File: src/rsbc_map.vh
// Register map and constants of the receive system bus configuration block
// Function
// - Bussed bit 1 with outputs enabled: three-state data outputs in unselected groups.
// - Bussed bit 0: repeat each time slot value across all bus groups.
// - Signaling inhibit 1 stops ABCD insertion on PCM; 0 follows per-channel control.
// - Data edge bit: outputs change on rising (0) or falling (1) bus clock.
// - Sync edge bit: drive syncs on chosen edge, sample inputs on opposite edge.
// - Bussed freeze bit 1 three-states freeze in unused groups; 0 repeats it.
// - Writing 1 to centering bit restores read pointer initial delay; 0 does nothing.
// - With sync pins as outputs, centering also shifts bus sync alignment.
// - Centering leaves the slip status indication unchanged.
// - Normal mode: two frames deep, one frame initial delay.
// - Short mode: two frames deep, 32-bit delay, reverts to normal after slip.
// - Elastic mode: 674 bits deep, 32-bit delay, recenters on every slip.
// - Bypass: zero depth, ignore sync inputs; data outputs follow line bits, timebase still runs on bus clock.
// - Three-bit field picks the bit of the slot aligned with sync pulses.
// - Bit offset joins time-slot offset into 10-bit frame sync position.
// - Frame offset extends it to 15-bit multiframe sync position.
// - Bus output enable 0 holds all receive bus outputs in high impedance.
// - Sync offset beyond the timebase range yields no sync pulses.
`ifndef RSBC_MAP_VH
`define RSBC_MAP_VH
// ----------------------------------------
// Register offsets
// ----------------------------------------
`define RSBC_ADDR_CFG 9'h0d1
`define RSBC_ADDR_BITOFS 9'h0d2
// ----------------------------------------
// Configuration fields
// ----------------------------------------
`define RSBC_CFG_BUSSED 7
`define RSBC_CFG_SIG_INH 6
`define RSBC_CFG_DATA_NEG 5
`define RSBC_CFG_SYNC_NEG 4
`define RSBC_CFG_BUSSED_FREEZE_OUTPUT 3
`define RSBC_CFG_CENTER 2
`define RSBC_CFG_RST 8'h00
`define RSBC_BITOFS_RST 3'h0
// ----------------------------------------
// Slip buffer modes and sizes
// ----------------------------------------
`define RSBC_MODE_NORMAL 2'h0
`define RSBC_MODE_SHORT 2'h1
`define RSBC_MODE_ELASTIC 2'h2
`define RSBC_MODE_BYPASS 2'h3
`define RSBC_ELASTIC_DEPTH 12'h2a2
`define RSBC_SHORT_DELAY 12'h020
// ----------------------------------------
// Bus interface modes
// ----------------------------------------
`define RSBC_SBI_64A 4'h4
`define RSBC_SBI_64B 4'h5
`define RSBC_SBI_32 4'h6
`define RSBC_SBI_24F 4'h7
`define RSBC_SBI_24 4'h8
`endif

File: src/rsbc_top.v
// Receive system bus configuration, slip buffer and sync timebase of one framer
`timescale 1ns/1ps
`include "rsbc_map.vh"
module rsbc_top #(
   parameter MF_FRAMES = 16
) (
   input wire i_clk,
   input wire i_sys_rst,
   input wire [8:0] i_cpu_addr,
   input wire i_cpu_wr,
   input wire [7:0] i_cpu_wdata,
   output reg [7:0] o_cpu_rdata,
   input wire [3:0] i_bus_interface_mode,
   input wire i_bus_output_enable,
   input wire [6:0] i_ts_offset,
   input wire [4:0] i_frame_offset,
   input wire i_fsync_is_output,
   input wire i_receive_bus_clock_in,
   input wire i_line_bit_en,
   input wire i_line_data,
   input wire i_sig_insert_en,
   input wire i_sig_bit,
   input wire i_ind_bit,
   input wire i_freeze_bit,
   output reg o_receive_pcm_out,
   output wire o_receive_pcm_oe,
   output reg o_receive_signaling_out,
   output wire o_receive_signaling_oe,
   output reg o_receive_indication_out,
   output wire o_receive_indication_oe,
   output reg o_signaling_freeze_out,
   output wire o_signaling_freeze_oe,
   input wire i_receive_frame_sync,
   output reg o_receive_frame_sync,
   output wire o_receive_frame_sync_oe,
   input wire i_receive_multiframe_sync,
   output reg o_receive_multiframe_sync,
   output wire o_receive_multiframe_sync_oe,
   output reg o_slip_pulse
);
   // ----------------------------------------
   // Helpers
   // ----------------------------------------
   function [10:0] frame_bits;
      input [3:0] mode;
      begin
         case (mode)
            `RSBC_SBI_64A, `RSBC_SBI_64B: frame_bits = 11'd512;
            `RSBC_SBI_32: frame_bits = 11'd256;
            `RSBC_SBI_24F: frame_bits = 11'd193;
            `RSBC_SBI_24: frame_bits = 11'd192;
            default: frame_bits = 11'd1024;
         endcase
      end
   endfunction

   function [11:0] inc_wrap;
      input [11:0] p;
      input [11:0] lim;
      begin
         inc_wrap = (p + 12'd1 >= lim) ? 12'd0 : p + 12'd1;
      end
   endfunction

   function [11:0] sub_wrap;
      input [11:0] a;
      input [11:0] b;
      input [11:0] lim;
      begin
         sub_wrap = (a >= b) ? a - b : a + lim - b;
      end
   endfunction

   // ----------------------------------------
   // Registers at the processor port
   // ----------------------------------------
   reg [7:0] cfg_q;
   reg [2:0] bit_ofs_q;
   reg center_q;
   reg short_reverted_q;
   wire wr_cfg = i_cpu_wr && (i_cpu_addr == `RSBC_ADDR_CFG);
   wire wr_ofs = i_cpu_wr && (i_cpu_addr == `RSBC_ADDR_BITOFS);
   wire [1:0] slip_mode = cfg_q[1:0];
   wire bypass = (slip_mode == `RSBC_MODE_BYPASS);

   always @(posedge i_clk) begin
      if (i_sys_rst) begin
         cfg_q <= `RSBC_CFG_RST;
         bit_ofs_q <= `RSBC_BITOFS_RST;
         center_q <= 1'b0;
      end else begin
         center_q <= wr_cfg && i_cpu_wdata[`RSBC_CFG_CENTER];
         if (wr_cfg) begin
            cfg_q <= {i_cpu_wdata[7:3], 1'b0, i_cpu_wdata[1:0]};
         end
         if (wr_ofs) begin
            bit_ofs_q <= i_cpu_wdata[2:0];
         end
      end
   end

   always @* begin
      case (i_cpu_addr)
         `RSBC_ADDR_CFG: o_cpu_rdata = cfg_q;
         `RSBC_ADDR_BITOFS: o_cpu_rdata = {5'h00, bit_ofs_q};
         default: o_cpu_rdata = 8'h00;
      endcase
   end

   // ----------------------------------------
   // Bus clock and sync pin sampling
   // ----------------------------------------
   reg [2:0] bclk_s;
   reg [2:0] fs_s;
   reg [2:0] ms_s;
   always @(posedge i_clk) begin
      if (i_sys_rst) begin
         bclk_s <= 3'h0;
         fs_s <= 3'h0;
         ms_s <= 3'h0;
      end else begin
         bclk_s <= {bclk_s[1:0], i_receive_bus_clock_in};
         fs_s <= {fs_s[1:0], i_receive_frame_sync};
         ms_s <= {ms_s[1:0], i_receive_multiframe_sync};
      end
   end
   wire bclk_rise = bclk_s[1] && !bclk_s[2];
   wire bclk_fall = !bclk_s[1] && bclk_s[2];
   wire data_edge = cfg_q[`RSBC_CFG_DATA_NEG] ? bclk_fall : bclk_rise;
   wire sync_drv_edge = cfg_q[`RSBC_CFG_SYNC_NEG] ? bclk_fall : bclk_rise;
   wire sync_smp_edge = cfg_q[`RSBC_CFG_SYNC_NEG] ? bclk_rise : bclk_fall;
   wire fs_in_pulse = !bypass && !i_fsync_is_output && sync_smp_edge && fs_s[2];
   wire ms_in_pulse = !bypass && !i_fsync_is_output && sync_smp_edge && ms_s[2];

   // ----------------------------------------
   // Bus timebase and sync positions
   // ----------------------------------------
   wire [10:0] fbits = frame_bits(i_bus_interface_mode);
   wire [9:0] fs_pos = {i_ts_offset, bit_ofs_q};
   wire [14:0] ms_pos = {i_frame_offset, fs_pos};
   wire fs_in_range = ({1'b0, fs_pos} < fbits) && (i_frame_offset < MF_FRAMES);
   reg [9:0] bit_cnt_q;
   reg [4:0] frm_cnt_q;
   wire last_bit = ({1'b0, bit_cnt_q} + 11'd1 >= fbits);
   wire last_frm = ({27'h0, frm_cnt_q} + 32'd1 >= MF_FRAMES);
   wire center_realign = center_q && i_fsync_is_output;

   always @(posedge i_clk) begin
      if (i_sys_rst) begin
         bit_cnt_q <= 10'h000;
         frm_cnt_q <= 5'h00;
      end else if (center_realign) begin
         bit_cnt_q <= 10'h000;
         frm_cnt_q <= 5'h00;
      end else if (ms_in_pulse && fs_in_range) begin
         bit_cnt_q <= fs_pos;
         frm_cnt_q <= i_frame_offset;
      end else if (fs_in_pulse && fs_in_range) begin
         bit_cnt_q <= fs_pos;
      end else if (data_edge) begin
         bit_cnt_q <= last_bit ? 10'h000 : bit_cnt_q + 10'd1;
         if (last_bit) begin
            frm_cnt_q <= last_frm ? 5'h00 : frm_cnt_q + 5'd1;
         end
      end
   end

   // Sync outputs fire only at the programmed position inside the range
   always @(posedge i_clk) begin
      if (i_sys_rst) begin
         o_receive_frame_sync <= 1'b0;
         o_receive_multiframe_sync <= 1'b0;
      end else if (sync_drv_edge) begin
         o_receive_frame_sync <= fs_in_range && (bit_cnt_q == fs_pos);
         o_receive_multiframe_sync <= fs_in_range && ({frm_cnt_q, bit_cnt_q} == ms_pos);
      end
   end
   assign o_receive_frame_sync_oe = i_fsync_is_output && i_bus_output_enable;
   assign o_receive_multiframe_sync_oe = i_fsync_is_output && i_bus_output_enable;

   // ----------------------------------------
   // Bus group selection and output enables
   // ----------------------------------------
   reg grp_sel;
   always @* begin
      case (i_bus_interface_mode)
         4'h0, 4'h1, 4'h2, 4'h3: grp_sel = (bit_cnt_q[4:3] == i_bus_interface_mode[1:0]);
         `RSBC_SBI_64A, `RSBC_SBI_64B: grp_sel = (bit_cnt_q[3] == i_bus_interface_mode[0]);
         default: grp_sel = 1'b1;
      endcase
   end
   reg data_oe_q;
   reg frz_oe_q;
   always @(posedge i_clk) begin
      if (i_sys_rst) begin
         data_oe_q <= 1'b0;
         frz_oe_q <= 1'b0;
      end else if (data_edge || !i_bus_output_enable) begin
         data_oe_q <= i_bus_output_enable && (!cfg_q[`RSBC_CFG_BUSSED] || grp_sel);
         frz_oe_q <= i_bus_output_enable && (!cfg_q[`RSBC_CFG_BUSSED_FREEZE_OUTPUT] || grp_sel);
      end
   end
   assign o_receive_pcm_oe = data_oe_q && i_bus_output_enable;
   assign o_receive_signaling_oe = data_oe_q && i_bus_output_enable;
   assign o_receive_indication_oe = data_oe_q && i_bus_output_enable;
   assign o_signaling_freeze_oe = frz_oe_q && i_bus_output_enable;

   // ----------------------------------------
   // Receive slip buffer
   // ----------------------------------------
   reg mem [0:2047];
   reg [11:0] wr_ptr_q;
   reg [11:0] rd_ptr_q;
   reg [11:0] depth;
   reg [11:0] delay;
   // Two frames of the 128-slot modes need the twelfth bit
   wire [11:0] fbits_w = {1'b0, fbits};
   always @* begin
      case (slip_mode)
         `RSBC_MODE_NORMAL: begin
            depth = {fbits, 1'b0};
            delay = fbits_w;
         end
         `RSBC_MODE_SHORT: begin
            depth = {fbits, 1'b0};
            delay = short_reverted_q ? fbits_w : `RSBC_SHORT_DELAY;
         end
         `RSBC_MODE_ELASTIC: begin
            depth = `RSBC_ELASTIC_DEPTH;
            delay = `RSBC_SHORT_DELAY;
         end
         default: begin
            depth = 12'd1;
            delay = 12'd0;
         end
      endcase
   end
   wire [11:0] fill = sub_wrap(wr_ptr_q, rd_ptr_q, depth);
   wire rd_go = data_edge && !bypass;
   wire wr_go = i_line_bit_en && !bypass;
   wire underrun = rd_go && (fill == 12'd0);
   wire overrun = wr_go && (fill + 12'd1 >= depth);
   wire slip = underrun || overrun;
   // A slip in short mode already behaves as in normal mode
   wire recenter_slip = slip && (slip_mode == `RSBC_MODE_ELASTIC);
   wire [11:0] wr_next = wr_go ? inc_wrap(wr_ptr_q, depth) : wr_ptr_q;

   always @(posedge i_clk) begin
      if (wr_go) begin
         mem[wr_ptr_q[10:0]] <= i_line_data;
      end
   end

   always @(posedge i_clk) begin
      if (i_sys_rst) begin
         wr_ptr_q <= 12'h000;
         rd_ptr_q <= 12'h000;
         short_reverted_q <= 1'b0;
         o_slip_pulse <= 1'b0;
      end else begin
         o_slip_pulse <= slip;
         wr_ptr_q <= (wr_ptr_q >= depth) ? 12'h000 : wr_next;
         if (slip && slip_mode == `RSBC_MODE_SHORT) begin
            short_reverted_q <= 1'b1;
         end else if (wr_cfg) begin
            short_reverted_q <= 1'b0;
         end
         if (center_q || recenter_slip) begin
            rd_ptr_q <= sub_wrap(wr_next, delay, depth);
         end else if (slip) begin
            rd_ptr_q <= sub_wrap(wr_next, fbits_w, depth);
         end else if (rd_go) begin
            rd_ptr_q <= inc_wrap(rd_ptr_q, depth);
         end
      end
   end

   // ----------------------------------------
   // Output data path
   // ----------------------------------------
   wire buf_bit = bypass ? i_line_data : mem[rd_ptr_q[10:0]];
   wire ins_sig = i_sig_insert_en && !cfg_q[`RSBC_CFG_SIG_INH];
   wire out_go = bypass ? i_line_bit_en : data_edge;
   always @(posedge i_clk) begin
      if (i_sys_rst) begin
         o_receive_pcm_out <= 1'b0;
         o_receive_signaling_out <= 1'b0;
         o_receive_indication_out <= 1'b0;
         o_signaling_freeze_out <= 1'b0;
      end else if (out_go) begin
         o_receive_pcm_out <= ins_sig ? i_sig_bit : buf_bit;
         o_receive_signaling_out <= i_sig_bit;
         o_receive_indication_out <= i_ind_bit;
         o_signaling_freeze_out <= i_freeze_bit;
      end
   end
endmodule

File: config.mk
export PLATFORM = sky130hd
export DESIGN_NAME = rsbc_top
export DESIGN_NICKNAME = d
export VERILOG_FILES = /design/src/rsbc_top.v
export VERILOG_INCLUDE_DIRS = /design/src
export SDC_FILE = /design/constraint.sdc
export NUM_CORES = 2
export LEC_CHECK = 0
export ABC_AREA = 1
export BUFFER_PORTS_ARGS = -buffer_cell sky130_fd_sc_hd__buf_2
export CORE_UTILIZATION = 35
export CTS_CLUSTER_DIAMETER = 80
export DETAILED_ROUTE_END_ITERATION = 16
export PLACE_DENSITY = 0.58
export SYNTH_ARGS = -nofsm -noshare
export SYNTH_HDL_FRONTEND = slang
export SYNTH_SLANG_ARGS = --single-unit
File: constraint.sdc
create_clock -name i_clk -period 9.8 [get_ports i_clk]
set_input_delay 1.47 -clock i_clk [delete_from_list [all_inputs] [get_ports i_clk]]
set_output_delay 1.47 -clock i_clk [all_outputs]
set_load 0.05 [all_outputs]
==> impl_metrics.csv <==
group,metric,value,unit
status,status,"finished clean",
route,via_per_inst,5.60,
route,firstDrtPassIters,8,
worst_setup_path,timing.rr.start,"cfg_q[1]",
place,place_hpwl,170000,um
worst_setup_path,critical_path_arrival,8510,ps
logic_synthesis,synthDistinctLibCells,62,
clocking,clockBufferDepth,3,
global_routing,grtUsageMet2,38.6,%
route,post_drt_wl_per_cell,24.3,um
logic_synthesis,yosysMostFrequentCell,"nor2_1",
worst_setup_path,crit_path_end_kind,"flip-flop",
worst_setup_path,startpoint_type,"flip-flop",
sta,maxClockFrequency,129,MHz
global_routing,track_usage,22.6,%
sta,finClkSkew,49.9,ps
clocking,cts_inserted_buffers,216,
sta,rsz0062_at_grt,"false",
power_and_ir_drop,p_leak,34.7,nW
sta,tns,0,ps
global_routing,grt_pass1_vias,73100,
worst_setup_path,worstSetupPathType,"reg2reg",
clocking,cts_setup_buffers,0,
worst_setup_path,r2r_slack,2030,ps
worst_setup_path,crit_buf_inv,10,
logic_synthesis,yosysWarnings,0,
global_routing,grt.met1_usage,28.7,%
global_routing,grt_pass1_wl,482000,um
logic_synthesis,synthTopCellsByArea,"edfxtp_1 (62%), nor2_1 (12%), o21ai_0 (5.7%)",
clocking,clkTransAtPathRegs,60,ps
logic_synthesis,async_flop_share,0,%
route,vias,76300,
sta,hold_violations,0,
global_routing,grt_start_max_net_pins,303,
clocking,clock_latency,900,ps
power_and_ir_drop,fin_total_pwr,25.3,mW
logic_synthesis,synth_edf_count,2048,
place,portBuffers,67,
global_routing,use_met3,3.48,%
power_and_ir_drop,max-vdd-ir-drop,0.000220,V
clocking,tritoncts,"done",
min_path,holdCritStartpoint,"fs_s[0]",
die,fp.dieW,534,um
die,coreArea,0.282,mm^2
logic_synthesis,synth_commonest_cells,"nor2_1 (3,268), edfxtp_1 (2,048), o21ai_0 (1,125)",
logic_synthesis,syn_area,0.0992,mm^2
die,io_pins,68,
job,maxCapViolCount,0,
min_path,hold_path_depth,2,
min_path,hp-class,"reg2reg",
global_routing,gr-total-overflow,0,
clocking,htree_levels,4,
logic_synthesis,synth_top_cell_by_area,"edfxtp_1",
finish,fin_nets,9874,
sta,finalSetupViolCount,0,
logic_synthesis,yosysSeqAreaShare,63.6,%
sta,slew_headroom,4.10,%
die,fp.dieArea,0.286,mm^2
worst_setup_path,path_common_cell,"inv_1",
logic_synthesis,postSynthCellCount,10200,
route,wl,332000,um
power_and_ir_drop,powerDensity,231,mW/mm^2
die,start_util,35.2,%
worst_setup_path,cpPeakStageDelay,650,ps
sta,period_share,79.2,%
worst_setup_path,crit_start,"cfg_q[1]",
clocking,clockRootBuffer,"clkbuf_16",
logic_synthesis,synth.avg_cell_area,9.75,um^2
worst_setup_path,rr_endpoint,"rd_ptr_q[7]",
die,rows,195,
logic_synthesis,synth_top_area_share,62.0,%
die,die_y,534,um
place,gp_congestion,0.874,
logic_synthesis,ys_seq_elements,2128,
worst_setup_path,cp_max_fo,20,
route,drt_iter0_drc,9272,
sta,fin_crit,7770,ps
clocking,ctsHoldBuffers,0,
clocking,cts_resized,0,
sta,tightestPinTransition,1440,ps
route,drc_errors,0,
logic_synthesis,ys.flop_type,"edfxtp_1",
route,ant_nets,0,
min_path,worstHoldEndpoint,"fs_s[1]",
global_routing,grt-busiest-layer,"met2",
worst_setup_path,critPathSlowestCell,"nor3_4",
finish,syn_to_final_growth,10.1,%
logic_synthesis,syn_nets,10300,
clocking,cts.sinks,2128,
finish,n_fill_cell,27800,
worst_setup_path,crit_family,"simple AND/OR/NAND/NOR gates",
worst_setup_path,reg2reg_depth,32,
global_routing,antenna_found_initial,9,
worst_setup_path,crit_required,10550,ps
finish,layout-drive-gt1-share,5.85,%
sta,drv_slew,0,
area by class of cell:
class / instances / area, um^2 / area share, %
Antenna cell: 5 / 12.5 / 0.0115
Tap cell: 3743 / 4680 / 4.29
Clock buffer: 283 / 5680 / 5.20
Sequential cell: 2128 / 63100 / 57.8
Timing Repair Buffer: 186 / 1480 / 1.35
Multi-Input combinational cell: 6887 / 32100 / 29.4
Inverter: 285 / 1110 / 1.01
Clock inverter: 115 / 1020 / 0.932
registers in the layout, summed over array words and instances, names as in the netlist, 3 cells and up, named ones only:
signal and count:
mem 2048, bclk_s 3, bit_ofs_q 3, fs_s 3, rd_ptr_q 12, frm_cnt_q 5
ms_s 3, cfg_q 7, wr_ptr_q 12, bit_cnt_q 10
worst max-delay path by stage:
stage	to	slack, ps	cells after the start
2_1_floorplan	flip-flop	3170	35
3_3_place_gp	rd_ptr_q[6]	1350	36
3_5_place_dp	rd_ptr_q[8]	1330	36
4_1_cts	flip-flop	2070	32
5_1_grt	rd_ptr_q[8]	1530	32
6_report	rd_ptr_q[7]	2030	32
logic make-up (layout without fill, tap and decap cells):
kind of cell | Yosys count | after routing | share of synthesized area, %
adders and majority gates | 123 | 123 | 1.63
other | 0 | 5 | 0
and+or+nand+nor | 4842 | 4842 | 19.4
buffers and inverters | 1154 | 869 | 4.42
AOI/OAI and AO/OA | 1843 | 1843 | 10.2
DFF | 2128 | 2128 | 63.6
xor gates and xnor gates | 79 | 79 | 0.698
layout by cell type, fill, tap and decap left out, types with 6 or more instances in the layout:
cell        Yosys  routed
a211oi_1       22      22
a21o_1          6       6
a21oi_1        86      86
buf_12          0      19
buf_2           9      66
buf_4           6     100
bufinv_16       0      10
clkbuf_1      781      66
clkbuf_16       0     217
clkinv_1        9      55
clkinv_2        0      32
clkinvlp_4      0       6
dfxtp_1        80      74
edfxtp_1     2048    2048
fa_1           11      11
ha_1          112     112
inv_1         266     262
inv_2          10       9
nand2_1       861     849
nand2_2        11      11
nand2_4         3      15
nand3_1       577     557
nand3_4         0      20
nand3b_1       11      11
nand4_1        25      25
nor2_1       3268    3259
nor2_2          7      15
nor3_1         56      52
o211ai_1       12      12
o21ai_0      1125    1125
o21ai_1        10      10
o22ai_1       540     540
xnor2_1        24      24
xor2_1         55      55
through the flow:
stage / cells / hold WS (ps) / util (%) / area [um^2] / setup WS [ps]
global route: 13600 / 409 / 38.7 / 109000 / 1530
finish: 13600 / 400 / 38.7 / 109000 / 2030
detailed placement: 13200 / 393 / 36.3 / 102000 / 1330
CTS: 13600 / 400 / 38.7 / 109000 / 2070
global placement: 13200 / 389 / 36.3 / 102000 / 1350
floorplan: 10200 / 388 / - / 99200 / 3170
metal layers:
| metal | wire length (um) | part of all wire, % | up-vias |
|---|---|---|---|
| met1 | 130000 | 39 | 38300 |
| met5 | 23 | 0.0069 | - |
| met4 | 13300 | 4.0 | 6 |
| li1 | - | - | 34100 |
| met2 | 161000 | 48 | 3354 |
| met3 | 27600 | 8.3 | 556 |
tightest hold or removal path: cells and delay by family (launching register included):
family                 cells  cell delay (ps)
and+or+nand+nor            1               30
DFF                        1              290
buffers and inverters      1               40
where the power goes:
part           switching, mW  total [mW]  internal, mW
logic                   5.12        7.19          2.07
registers              0.106        10.1          10.0
clock network           3.62        7.98          4.36
total                   8.85        25.3          16.4
Power figures use the tool's default switching activity.
